### config.mk
export PLATFORM = sky130hd
export DESIGN_NAME = dtp_down_timer
export DESIGN_NICKNAME = d
export VERILOG_FILES = /design/src/hw/dtp_pkg.sv /design/src/hw/dtp_down_timer.sv
export SDC_FILE = /design/constraint.sdc
export NUM_CORES = 1
export LEC_CHECK = 0
export ABC_AREA = 1
export BUFFER_PORTS_ARGS = -buffer_cell sky130_fd_sc_hd__buf_2
export CAP_MARGIN = 30
export CORE_MARGIN = 3
export CORE_UTILIZATION = 48
export DETAILED_ROUTE_END_ITERATION = 6
export PLACE_DENSITY = 0.88
export SYNTH_ARGS = -nofsm -noshare
export SYNTH_HDL_FRONTEND = slang
export SYNTH_SLANG_ARGS = --single-unit
### constraint.sdc
create_clock -name pclk -period 1.69 [get_ports pclk]
set_clock_uncertainty 0.05 [all_clocks]
set_input_delay 0.338 -clock pclk [delete_from_list [all_inputs] [get_ports pclk]]
set_output_delay 0.338 -clock pclk [all_outputs]
set_load 0.02 [all_outputs]
### src/hw/dtp_pkg.sv
// package for the down-counting timer with pulse output
package dtp_pkg;

    // register word indices; byte address is four times the index
    localparam logic [2:0] IDX_DOWN_COUNT     = 3'h0;
    localparam logic [2:0] IDX_MODE_CONTROL   = 3'h1;
    localparam logic [2:0] IDX_CLOCK_CONTROL  = 3'h2;
    localparam logic [2:0] IDX_PULSE_DUTY     = 3'h3;
    localparam logic [2:0] IDX_PRESCALE_COUNT = 3'h4;
    localparam logic [2:0] IDX_IRQ_STATUS     = 3'h5;
    localparam logic [2:0] IDX_IRQ_MASK       = 3'h6;
    localparam int         ADDR_LSB           = 2;
    localparam int         ADDR_MSB           = 11;

    // timer_mode_control field positions
    localparam int MODE_ENABLE_POS   = 0;
    localparam int MODE_RELOAD_POS   = 1;
    localparam int MODE_ONESHOT_POS  = 2;
    localparam int MODE_POLARITY_POS = 6;
    localparam int MODE_PIN_OE_POS   = 7;

    // timer_clock_control field positions
    localparam int CLK_RATE_LSB  = 0;
    localparam int CLK_RATE_MSB  = 2;
    localparam int CLK_PS_DIS_POS = 3;
    localparam int CLK_EDGE_POS   = 4;
    localparam int CLK_SRC_POS    = 5;

    // status and mask layout
    localparam int IRQ_UNDERFLOW_POS = 0;

    // reset values and count limits
    localparam logic [7:0] RST_DOWN_COUNT    = 8'h00;
    localparam logic [7:0] RST_RELOAD        = 8'h00;
    localparam logic [7:0] RST_PULSE_DUTY    = 8'h00;
    localparam logic [7:0] RST_PRESCALE      = 8'hff;
    localparam logic [7:0] COUNT_TOP         = 8'hff;
    localparam logic [7:0] COUNT_BOTTOM      = 8'h00;

    typedef struct packed {
        logic pin_oe;
        logic polarity;
        logic one_shot;
        logic reload_sel;
        logic enable;
    } dtp_mode_type;

    typedef struct packed {
        logic       clock_source;
        logic       clock_edge;
        logic       prescale_disable_n;
        logic [2:0] rate;
    } dtp_clock_type;

    localparam dtp_mode_type  RST_MODE  = '{pin_oe: 1'b0, polarity: 1'b0, one_shot: 1'b0,
                                             reload_sel: 1'b0, enable: 1'b0};
    localparam dtp_clock_type RST_CLOCK = '{clock_source: 1'b1, clock_edge: 1'b1,
                                             prescale_disable_n: 1'b1, rate: 3'h7};

endpackage

### src/hw/dtp_down_timer.sv
// down-counting timer with prescaler, pulse output and apb register slave
//
// Decided for this implementation: the APB register port.
`timescale 1ns/1ps
`default_nettype none

// How it works
// - reading the count register gives the live down-counter value
// - writing the count register sets both reload value and live counter
// - non-stop, reload-select clear: after 0x00 continue from 0xFF
// - non-stop, reload-select set: after 0x00 reload stored value
// - one-shot: count down to 0x00 then stop
// - polarity bit set makes pulse output active low, clear active high
// - output-enable bit routes pulse to pin two, else pin is plain i/o
// - after enable, pulse output stays inactive until duty match
// - count equal to duty makes pulse active until underflow
// - with reload-select set, reload value sets pulse period (else 256 counts); duty register sets duty
// - duty register is write-only, reads give zero
// - prescaler divides by two to the power rate plus one
// - external clock counts falling edges if edge bit set, else rising
// - source bit selects external pin when set, resets to one
// - prescale count register reads the live prescaler counter
// - each underflow sets a sticky flag until software clears it
module dtp_down_timer
    import dtp_pkg::*;
(
    // apb slave
    input  wire logic        pclk,
    input  wire logic        presetn,
    input  wire logic        psel,
    input  wire logic        penable,
    input  wire logic        pwrite,
    input  wire logic [11:0] paddr,
    input  wire logic [31:0] pwdata,
    output logic      [31:0] prdata,
    output logic             pready,
    output logic             pslverr,
    // timer clock sources
    input  wire logic        instr_tick,
    input  wire logic        external_clock_pin,
    // port pin two
    input  wire logic        gpio_out,
    input  wire logic        gpio_oe,
    output logic             port_pin_two_out,
    output logic             port_pin_two_oe,
    // interrupt
    output logic             irq
);

    // register state
    dtp_mode_type  mode_q;
    dtp_clock_type clk_q;
    logic [7:0]    count_q;
    logic [7:0]    reload_q;
    logic [7:0]    duty_q;
    logic [7:0]    presc_q;
    logic          status_q;
    logic          mask_q;
    logic          active_q;
    logic          en_prev_q;
    logic [31:0]   prdata_q;
    logic          pready_q;
    logic          pslverr_q;
    logic          pin_out_q;
    logic          pin_oe_q;
    logic          irq_q;
    logic [2:0]    ext_sync_q;
    logic          ext_level_q;

    // bus decode
    wire logic [9:0] word_idx   = paddr[ADDR_MSB:ADDR_LSB];
    wire logic       setup      = psel & ~penable & ~pready_q;
    wire logic       access_ok  = psel & penable & pready_q;
    wire logic       wr         = access_ok & pwrite;
    wire logic       mapped     = (word_idx <= 10'(IDX_IRQ_MASK));
    wire logic       hit_count  = wr & (word_idx == 10'(IDX_DOWN_COUNT));
    wire logic       hit_mode   = wr & (word_idx == 10'(IDX_MODE_CONTROL));
    wire logic       hit_clock  = wr & (word_idx == 10'(IDX_CLOCK_CONTROL));
    wire logic       hit_duty   = wr & (word_idx == 10'(IDX_PULSE_DUTY));
    wire logic       hit_status = wr & (word_idx == 10'(IDX_IRQ_STATUS));
    wire logic       hit_mask   = wr & (word_idx == 10'(IDX_IRQ_MASK));

    // read mux; write-only fields read as zero
    wire logic [7:0] mode_rd  = {5'h00, mode_q.one_shot, mode_q.reload_sel, mode_q.enable};
    wire logic [7:0] clock_rd = {2'h0, clk_q};
    wire logic [7:0] rd_byte  =
        (word_idx == 10'(IDX_DOWN_COUNT))     ? count_q :
        (word_idx == 10'(IDX_MODE_CONTROL))   ? mode_rd :
        (word_idx == 10'(IDX_CLOCK_CONTROL))  ? clock_rd :
        (word_idx == 10'(IDX_PRESCALE_COUNT)) ? presc_q :
        (word_idx == 10'(IDX_IRQ_STATUS))     ? {7'h00, status_q} :
        (word_idx == 10'(IDX_IRQ_MASK))       ? {7'h00, mask_q} :
                                                8'h00;

    // external clock: filtered level changes once stages two and three agree
    wire logic ext_settled = (ext_sync_q[1] == ext_sync_q[2]);
    wire logic ext_change  = ext_settled & (ext_sync_q[2] != ext_level_q);
    wire logic ext_rise    = ext_change & ext_sync_q[2];
    wire logic ext_fall    = ext_change & ~ext_sync_q[2];
    wire logic ext_event   = clk_q.clock_edge ? ext_fall : ext_rise;
    wire logic src_event   = clk_q.clock_source ? ext_event : instr_tick;

    // prescaler: terminal when the low rate+1 bits of the count are zero
    wire logic [7:0] rate_mask  = 8'((9'h002 << clk_q.rate) - 9'h001);
    wire logic       presc_on   = ~clk_q.prescale_disable_n;
    wire logic       presc_term = src_event & ((presc_q & rate_mask) == 8'h00);
    wire logic       step_event = presc_on ? presc_term : src_event;

    // counter
    wire logic       running    = mode_q.enable;
    wire logic       step       = running & step_event;
    wire logic       underflow  = step & (count_q == COUNT_BOTTOM);
    wire logic [7:0] wrap_value = mode_q.reload_sel ? reload_q : COUNT_TOP;
    wire logic       stop_now   = underflow & mode_q.one_shot;

    logic [7:0] count_d;
    always_comb
    begin
        if (hit_count)
            count_d = pwdata[7:0];
        else if (stop_now)
            count_d = COUNT_BOTTOM;
        else if (underflow)
            count_d = wrap_value;
        else if (step)
            count_d = count_q - 8'h01;
        else
            count_d = count_q;
    end

    // pulse state: cleared on start and at underflow, set on duty match
    wire logic start     = running & ~en_prev_q;
    wire logic duty_hit  = running & (count_q == duty_q);
    logic active_d;
    always_comb
    begin
        if (start | underflow)
            active_d = 1'b0;
        else if (duty_hit)
            active_d = 1'b1;
        else
            active_d = active_q;
    end
    wire logic pulse_level = active_d ^ mode_q.polarity;
    wire logic pin_out_d   = mode_q.pin_oe ? pulse_level : gpio_out;
    wire logic pin_oe_d    = mode_q.pin_oe ? 1'b1 : gpio_oe;

    // mode register; one-shot stop clears enable unless software writes it
    dtp_mode_type mode_d;
    always_comb
    begin
        mode_d = mode_q;
        if (stop_now)
            mode_d.enable = 1'b0;
        if (hit_mode)
            mode_d = '{pin_oe:     pwdata[MODE_PIN_OE_POS],
                       polarity:   pwdata[MODE_POLARITY_POS],
                       one_shot:   pwdata[MODE_ONESHOT_POS],
                       reload_sel: pwdata[MODE_RELOAD_POS],
                       enable:     pwdata[MODE_ENABLE_POS]};
    end

    // flag: set wins over a write-one clear in the same cycle
    wire logic status_d = underflow |
                          (status_q & ~(hit_status & pwdata[IRQ_UNDERFLOW_POS]));

    // prescaler counter only moves while enabled; holds otherwise
    wire logic [7:0] presc_d = (presc_on & src_event) ? presc_q - 8'h01 : presc_q;

    // plain register writes plus the enable history; the timer logic never updates the written ones itself
    wire logic [7:0] reload_d  = hit_count ? pwdata[7:0] : reload_q;
    wire logic [7:0] duty_d    = hit_duty ? pwdata[7:0] : duty_q;
    wire logic       mask_d    = hit_mask ? pwdata[IRQ_UNDERFLOW_POS] : mask_q;
    wire logic       en_prev_d = mode_q.enable;
    dtp_clock_type   clk_d;
    // no guard against a rate change while the prescaler runs; software must avoid it
    assign clk_d = hit_clock ? dtp_clock_type'(pwdata[CLK_SRC_POS:CLK_RATE_LSB]) : clk_q;

    // bus answer registered one cycle after setup, so every access is two cycles
    wire logic        pready_d  = setup;
    wire logic        pslverr_d = setup & ~mapped;
    wire logic [31:0] prdata_d  = (setup & ~pwrite) ? {24'h000000, rd_byte} : 32'h0000_0000;

    // interrupt level and external clock synchroniser
    wire logic       irq_d       = status_d & mask_q;
    wire logic [2:0] ext_sync_d  = {ext_sync_q[1:0], external_clock_pin};
    wire logic       ext_level_d = ext_settled ? ext_sync_q[2] : ext_level_q;

    // timer registers
    always_ff @(posedge pclk or negedge presetn)
    begin
        if (!presetn)
        begin
            mode_q <= RST_MODE;
        end
        else
        begin
            mode_q <= mode_d;
        end
    end

    always_ff @(posedge pclk or negedge presetn)
    begin
        if (!presetn)
        begin
            clk_q <= RST_CLOCK;
        end
        else
        begin
            clk_q <= clk_d;
        end
    end

    always_ff @(posedge pclk or negedge presetn)
    begin
        if (!presetn)
        begin
            count_q <= RST_DOWN_COUNT;
        end
        else
        begin
            count_q <= count_d;
        end
    end

    always_ff @(posedge pclk or negedge presetn)
    begin
        if (!presetn)
        begin
            reload_q <= RST_RELOAD;
        end
        else
        begin
            reload_q <= reload_d;
        end
    end

    always_ff @(posedge pclk or negedge presetn)
    begin
        if (!presetn)
        begin
            duty_q <= RST_PULSE_DUTY;
        end
        else
        begin
            duty_q <= duty_d;
        end
    end

    always_ff @(posedge pclk or negedge presetn)
    begin
        if (!presetn)
        begin
            presc_q <= RST_PRESCALE;
        end
        else
        begin
            presc_q <= presc_d;
        end
    end

    always_ff @(posedge pclk or negedge presetn)
    begin
        if (!presetn)
        begin
            status_q <= 1'b0;
        end
        else
        begin
            status_q <= status_d;
        end
    end

    always_ff @(posedge pclk or negedge presetn)
    begin
        if (!presetn)
        begin
            mask_q <= 1'b0;
        end
        else
        begin
            mask_q <= mask_d;
        end
    end

    always_ff @(posedge pclk or negedge presetn)
    begin
        if (!presetn)
        begin
            active_q  <= 1'b0;
            en_prev_q <= 1'b0;
        end
        else
        begin
            active_q  <= active_d;
            en_prev_q <= en_prev_d;
        end
    end

    // bus answer registers
    always_ff @(posedge pclk or negedge presetn)
    begin
        if (!presetn)
        begin
            prdata_q <= 32'h0000_0000;
        end
        else
        begin
            prdata_q <= prdata_d;
        end
    end

    always_ff @(posedge pclk or negedge presetn)
    begin
        if (!presetn)
        begin
            pready_q  <= 1'b0;
            pslverr_q <= 1'b0;
        end
        else
        begin
            pready_q  <= pready_d;
            pslverr_q <= pslverr_d;
        end
    end

    // pin, interrupt and synchroniser registers
    always_ff @(posedge pclk or negedge presetn)
    begin
        if (!presetn)
        begin
            pin_out_q <= 1'b0;
            pin_oe_q  <= 1'b0;
        end
        else
        begin
            pin_out_q <= pin_out_d;
            pin_oe_q  <= pin_oe_d;
        end
    end

    always_ff @(posedge pclk or negedge presetn)
    begin
        if (!presetn)
        begin
            irq_q <= 1'b0;
        end
        else
        begin
            irq_q <= irq_d;
        end
    end

    always_ff @(posedge pclk or negedge presetn)
    begin
        if (!presetn)
        begin
            ext_sync_q  <= 3'h0;
            ext_level_q <= 1'b0;
        end
        else
        begin
            ext_sync_q  <= ext_sync_d;
            ext_level_q <= ext_level_d;
        end
    end

    assign prdata           = prdata_q;
    assign pready           = pready_q;
    assign pslverr          = pslverr_q;
    assign port_pin_two_out = pin_out_q;
    assign port_pin_two_oe  = pin_oe_q;
    assign irq              = irq_q;

endmodule // dtp_down_timer

`default_nettype wire

==> run summary, run 1 <==
DRC: 0
Simple-gate share of the synthesized area: 0.236
Non-Filler Cell Area, Final: 4530 µm²
RSZ-0062 raised after global routing: true
Adder-cell share of the synthesized area: 0.00713
Cell Pwr Density: 835 nW/µm²
Multi-input logic area: 1650 µm²
Die height: 91.5 µm
Final non-filler cell total: 627
Largest family of logic cells by synthesized area: simple AND/OR/NAND/NOR gates
Routed Antenna Nets: 0
Hpwl dp: 6390 µm
Post-Syn Area: 3510 µm²
Synth Area in Compound Gates: 0.128
Final setup violation count: 13
Critical Path Max Stage Delay: 0.39 ns
DR pass1 iterations: 4
#FFs+latches synth: 64
Worst R2R Setup Slack: -0.27 ns
Root Buffer Master: clkbuf_8
Worst Path Max Fanout: 6
Register area: 1620 µm²
Pre-CTS WS: -0.170 ns
RD Place Congestion: 0.966
Outcome: complete, but fails checks
Failing checks: negative setup slack
WL final: 9110 µm
Drt initial violations: 190
Critical Path End Type: register
Fillers: 546
Critical Path RT: 1.88 ns
Post-layout minimum cycle time: 1.96 ns
Largest net degree at the start of global routing: 26
CP Data Arrival Time: 2.15 ns
Slowest cell on the critical path: dfrtp_1
Top Ports: 90
DR vias: 3,142
Vias/cell: 5.01
Worst path bufs/invs: 1
Nets: 581
Core footprint: 6940 µm²
DR WL/cell: 14.5 µm
Initial antenna violation count: 0
Ant diodes: 0
Worst-path clk slew: 0.07 ns
Period utilisation layout: 1.16
Die W: 91.5 µm
First-pass GRT wire length: 14,300 µm
Synth cell types: 39
Gr usage total: 0.220
Max Slew Vio Count: 0
Sink Count: 64
Post-synthesis mux area share: 0
CP Cell Sequence: inv_2 -> ha_4 -> nand2_4 -> nor2_4 -> nand3_4 -> nor3_4 -> nand3_4 -> nor2_4 -> a21oi_1 -> nand2_1 -> nand2_1
Max_cap viols: 0
Register area share after synthesis: 0.461
Largest delay share family, worst path: simple AND/OR/NAND/NOR gates
Synth Warn #: 0
Synthesis-to-layout area growth: 29.0%
Cells after Synth: 419
H-tree Lvls: 3
F_max: 0.510 GHz
HP Start: external_clock_pin
Share of layout cells above drive strength 1: 0.341
Reg2reg start: count_q[1]$_DFFE_PN0P_
Placed insts: 593
Mapped Avg Cell Area: 8.38 µm²
Num CTS Buffers: 9
Die area: 8380 µm²
Post-Synth XOR/XNOR Area: 0.0399
Leakage: 2.32 nW
Peak VDD IR: 0.000512 V
Setup ws final: -0.269 ns
Num rows: 30
Setup total negative slack: -2.79 ns
Final Hold Fails: 0
Starting Density: 0.506
Worst hold path class: input port to register
Worst-Skew Late Latency: 0.36 ns
Vias in the first global route: 3,078
Startpoint Class: register
Port buffer count: 39
Cell Area, Placed: 4080 µm²
Critical path class: register to register
Global route overflow: 0
Longest Clk Path Bufs: 2
CTS tree: yes
Worst setup startpoint: count_q[1]$_DFFE_PN0P_
## placed cells by master (no fill, tap or decap), types with 2 or more instances in the layout
cell type    n
or2_2        2
buf_6        3
nand3_4      3
dfrtp_1     50
clkinv_4     2
nor3_2       2
nand3_1     15
a21oi_1     11
xor2_1      15
conb_1      24
nand3_2      3
nor2_4       5
nor3_1       5
nand2_2      9
o21bai_1     5
buf_4       55
o21ai_0     44
nand2_1     79
buf_12       2
buf_2       39
nand2_4      5
o21ai_1      7
o22ai_1      2
o211ai_1     3
nor3_4       2
inv_2       12
o221ai_1     3
nor4_1       3
nor2_2       3
nor2_1      16
nand4_1      8
clkbuf_8     9
dfstp_2     14
inv_1       54
clkinvlp_4   3
## per-layer routing
metal,global-route usage,share of wire,vias up,wire (µm)
li1,-,-,1522,-
met1,0.256,0.40,1501,3640
met2,0.376,0.52,106,4750
met3,0.0704,0.064,13,584
met4,0.0829,0.015,0,138
met5,0,0,-,0
## power breakdown
part | switching [W] | internal [W]
sequential | 0.000136 | 0.00172
clock | 0.000622 | 0.000685
combinational | 0.000397 | 0.000222
## worst register-to-register path: stages (launching register included)
cell     delay, ns
dfrtp_1       0.39
inv_2         0.09
ha_4          0.15
nand2_4       0.05
nor2_4        0.13
nand3_4       0.10
nor3_4        0.27
nand3_4       0.19
nor2_4        0.22
a21oi_1       0.09
nand2_1       0.07
nand2_1       0.05
## Yosys cell counts (all sizes together)
| cell | instances | share of area |
|---|---|---|
| dfrtp | 50 | 0.36 |
| o211ai | 3 | 0.0064 |
| o21ai | 51 | 0.073 |
| xnor2 | 1 | 0.0025 |
| a21oi | 12 | 0.017 |
| nor3 | 9 | 0.019 |
| o221ai | 3 | 0.0075 |
| nand4 | 10 | 0.021 |
| nand2 | 92 | 0.10 |
| nor2 | 25 | 0.042 |
| xor2 | 15 | 0.037 |
| buf | 26 | 0.055 |
| conb | 1 | 0.0011 |
| nand3 | 21 | 0.035 |
| inv | 66 | 0.071 |
| dfstp | 14 | 0.10 |
| ha | 2 | 0.0071 |
| o22ai | 2 | 0.0036 |
| nand3b | 1 | 0.0057 |
| a21boi | 3 | 0.0096 |
| nor4 | 3 | 0.0053 |
| clkbuf | 2 | 0.0021 |
| or2 | 2 | 0.0036 |
| o21bai | 5 | 0.011 |
## registers in the layout (all words and copies together), names as in the netlist, 3 cells and up
signal	count
count_q	8
duty_q	8
prdata	8
presc_q	8
reload_q	8
clk_q	6
mode_q	4
ext_sync_q	3
## cell families after synthesis
kind of cell / after synthesis
adders and majority gates: 2
DFF: 64
AOI/OAI and AO/OA: 79
buffers and inverters: 94
xor gates and xnor gates: 16
other: 1
and+or+nand+nor: 163
## repair_timing
item / in CTS / in global routing
hold buffers: 1 / 0
setup buffers: 6 / 10
pin swaps: 4 / 15
setup endpoints to repair: 12 / 15
resized for setup: 8 / 22
endpoints found under the hold margin: 10 / 0
gates cloned: 1 / 0
## cell type report
class | count | area share
Tap cell | 96 | 0.0265
Inverter | 66 | 0.0547
Clock buffer | 10 | 0.0282
Sequential cell | 64 | 0.357
Multi-Input combinational cell | 285 | 0.365
Clock inverter | 6 | 0.0155
Timing Repair Buffer | 100 | 0.153
## through the flow
stage	total power [W]	util	hold WS, ns
3_3_place_gp	0.00238	0.588	0.212
6_report	0.00378	0.652	0.0411
4_1_cts	0.00373	0.630	0.0275
5_1_grt	0.00395	0.652	0.0271
3_5_place_dp	0.00240	0.588	0.212
2_1_floorplan	0.00220	-	-0.00759
## path summary, 6_finish.rpt
kind | to | depth (start not counted)
hold reg to reg | ext_sync_q[1]$_DFF_PN0_ | 0
setup / recovery | count_q[4]$_DFFE_PN0P_ | 11
min in group asynchronous | prdata[5]$_DFF_PN0_ | 2
setup reg to reg | count_q[4]$_DFFE_PN0P_ | 11
hold / removal | ext_sync_q[0]$_DFF_PN0_ | 1
max in group asynchronous | presc_q[2]$_DFFE_PN1P_ | 3
(Power assumes the default switching activity.)
==> inputs of run 2 (changes only) <==
CORE_UTILIZATION = 50   (was 48)
clock period = 2 ns   (was 1.69 ns; I/O delays follow)
==> run 2 against run 1 <==
  * The flow finishes with violations (negative hold slack)
  * Clock power shrank 12%
  * First-iteration DRC count grew 53%
  * Combinational power shrank 34%
  * Fmax shrank 0.43%
  * Utilization shrank 2.1 points
  * Sequential share of layout area grew 3.3 points
  * Final cell count shrank 6.7%
  * Total power shrank 17%
  * Clock-buffer cell count grew 3
  * Non-clock buffer count shrank 38
  * Register-to-register slack gained 0.30 ns
  * Critical endpoint is now count_q[7]$_DFFE_PN0P_
  * Largest cell class is now flip-flops and latches
  * Highest routed layer unchanged
==> run summary, run 2 (synthesized netlist as in run 1, its figures left out) <==
CP Data Arrival Time: 2.15 ns (about the same)
CTS tree: yes (unchanged)
Worst-Skew Late Latency: 0.34 ns (was 0.36 ns)
DRC: 0 (unchanged)
Drt initial violations: 290 (was 190)
Met2 usage: 0.345 (was 0.376)
Peak VDD IR: 0.000571 V (was 0.000512 V)
Hpwl dp: 6040 µm (was 6390 µm)
Worst hold path class: input port to asynchronous set/reset pin (was input port to register)
Global route overflow: 0 (unchanged)
Num rows: 29 (was 30)
F_max: 0.508 GHz (was 0.510 GHz)
Sink Count: 64 (unchanged)
Vias/cell: 5.12 (was 5.01)
Post-layout minimum cycle time: 1.97 ns (was 1.96 ns)
Largest net degree at the start of global routing: 65 (was 26)
Critical path class: register to register (unchanged)
Worst-path clk slew: 0.07 ns (about the same)
Setup ws final: 0.0326 ns (was -0.269 ns)
Share of layout cells above drive strength 1: 0.262 (was 0.341)
Global routing met1 resource utilization: 0.255 (was 0.256)
Worst Path Max Fanout: 6 (unchanged)
Port buffer count: 39 (unchanged)
Nets: 542 (was 581)
Startpoint Class: register (unchanged)
Die height: 89.8 µm (was 91.5 µm)
Non-Filler Cell Area, Final: 4150 µm² (was 4530 µm²)
Commonest non-fill, non-tap cell in the layout: nand2_1 (unchanged)
Critical Path End Type: register (unchanged)
Critical Path RT: 2.18 ns (was 1.88 ns)
Failing checks: negative hold slack (was negative setup slack)
Synthesis-to-layout area growth: 18.1% (was 29.0%)
DR WL/cell: 14.3 µm (was 14.5 µm)
Max Slew Vio Count: 0 (unchanged)
H-tree Lvls: 3 (unchanged)
Die W: 89.8 µm (was 91.5 µm)
RSZ-0062 raised after global routing: true (unchanged)
Longest Clk Path Bufs: 2 (unchanged)
Period utilisation layout: 0.984 (was 1.16)
Final Hold Fails: 6 (was 0)
RD Place Congestion: 0.947 (was 0.966)
WHS: -0.0134 ns (was 0.0411 ns)
Starting Density: 0.535 (was 0.506)
Initial antenna violation count: 0 (unchanged)
Vias in the first global route: 2,816 (was 3,078)
Top Ports: 90 (unchanged)
GRT met3 Usage: 0.0710 (was 0.0704)
Commonest cells after routing, fill and taps aside: 85 x nand2_1, 57 x inv_1, 50 x dfrtp_1 (was 79 x nand2_1, 55 x buf_4, 54 x inv_1)
Reg2Reg Depth: 11 (unchanged)
Routed Antenna Nets: 0 (unchanged)
Outcome: complete, but fails checks (unchanged)
DR pass1 iterations: 5 (was 4)
Leakage: 2.12 nW (was 2.32 nW)
Root Buffer Master: clkbuf_8 (unchanged)
Core footprint: 6570 µm² (was 6940 µm²)
Register area: 1620 µm² (unchanged)
Die area: 8070 µm² (was 8380 µm²)
Multi-input logic area: 1580 µm² (was 1650 µm²)
Fillers: 522 (was 546)
GR peak layer: met2 (unchanged)
Cell Pwr Density: 756 nW/µm² (was 835 nW/µm²)
Num CTS Buffers: 9 (unchanged)
WL final: 8360 µm (was 9110 µm)
Final setup violation count: 0 (was 13)
DR vias: 2,996 (was 3,142)
Pre-CTS WS: 0.0920 ns (was -0.170 ns)
Max_cap viols: 0 (unchanged)
First-pass GRT wire length: 13,500 µm (was 14,300 µm)
Gr usage total: 0.210 (was 0.220)
Ant diodes: 0 (unchanged)
Cell Area, Placed: 3840 µm² (was 4080 µm²)
## run 2: cell types whose count changed in the layout (fill, tap and decap cells not counted), sizes merged
cell         previous run  this run
clkbuf                 10        13
buf                    99        62
nand2                  93        92
clkinvlp                3         0
dlygate4sd3             1         0
## run 2: worst paths after layout
kind,slack (ns),end,start
worst max-delay path,0.03,count_q[7]$_DFFE_PN0P_,count_q[1]$_DFFE_PN0P_
worst min-delay path,-0.01,prdata[5]$_DFF_PN0_,presetn
worst max register to register,0.03,count_q[7]$_DFFE_PN0P_,count_q[1]$_DFFE_PN0P_
worst min register to register,0.31,ext_sync_q[1]$_DFF_PN0_,ext_sync_q[0]$_DFF_PN0_
max in group asynchronous,1.56,presc_q[2]$_DFFE_PN1P_,presetn
min in group pclk,0.11,ext_sync_q[0]$_DFF_PN0_,external_clock_pin
## run 2: cell type report
class,count,area share
Inverter,66,0.0597
Tap cell,93,0.0281
Clock buffer,13,0.0407
Sequential cell,64,0.390
Clock inverter,3,0.00965
Timing Repair Buffer,62,0.0917
Multi-Input combinational cell,284,0.380
## run 2: per-stage QoR
stage	cells	total power [W]	TNS [ns]	util	hold slack, ns
finish	585	0.00313	0	0.632	-0.0134
global route	585	0.00328	-0.633	0.632	0.0166
CTS	578	0.00314	0	0.617	0.0148
detailed placement	562	0.00199	0	0.585	0.296
global placement	562	0.00196	0	0.585	0.288
floorplan	442	0.00186	0	-	0.0544
## run 2: where the power goes
part           internal, W  switching [W]
Combinational     0.000128       0.000282
Sequential         0.00145       0.000116
Clock             0.000674       0.000480
Total              0.00226       0.000878
## run 2: worst max-delay path: stages, from the launching register on
cell and delay, ns:
dfrtp_1 0.39, inv_2 0.09, ha_4 0.16, nand2_4 0.06, nor2_4 0.13, nand3_4 0.10, nor3_4 0.25, nand3_4 0.16
nor2_4 0.25, nand2_1 0.09, nand2_1 0.07, o21bai_1 0.06
## run 2: timing repair
action	4_1_cts	5_1_grt
gates resized for setup	0	10
setup buffers	0	7
hold endpoints to repair	0	0
endpoints found under the setup margin	0	8
hold buffers	0	0
## run 2: layer usage
| metal | share of wire | wire length [µm] | up-vias |
|---|---|---|---|
| met4 | 0.030 | 255 | 0 |
| met1 | 0.41 | 3400 | 1404 |
| met2 | 0.49 | 4100 | 129 |
| met3 | 0.073 | 614 | 27 |
| li1 | - | - | 1436 |
| met5 | 0 | 0 | - |
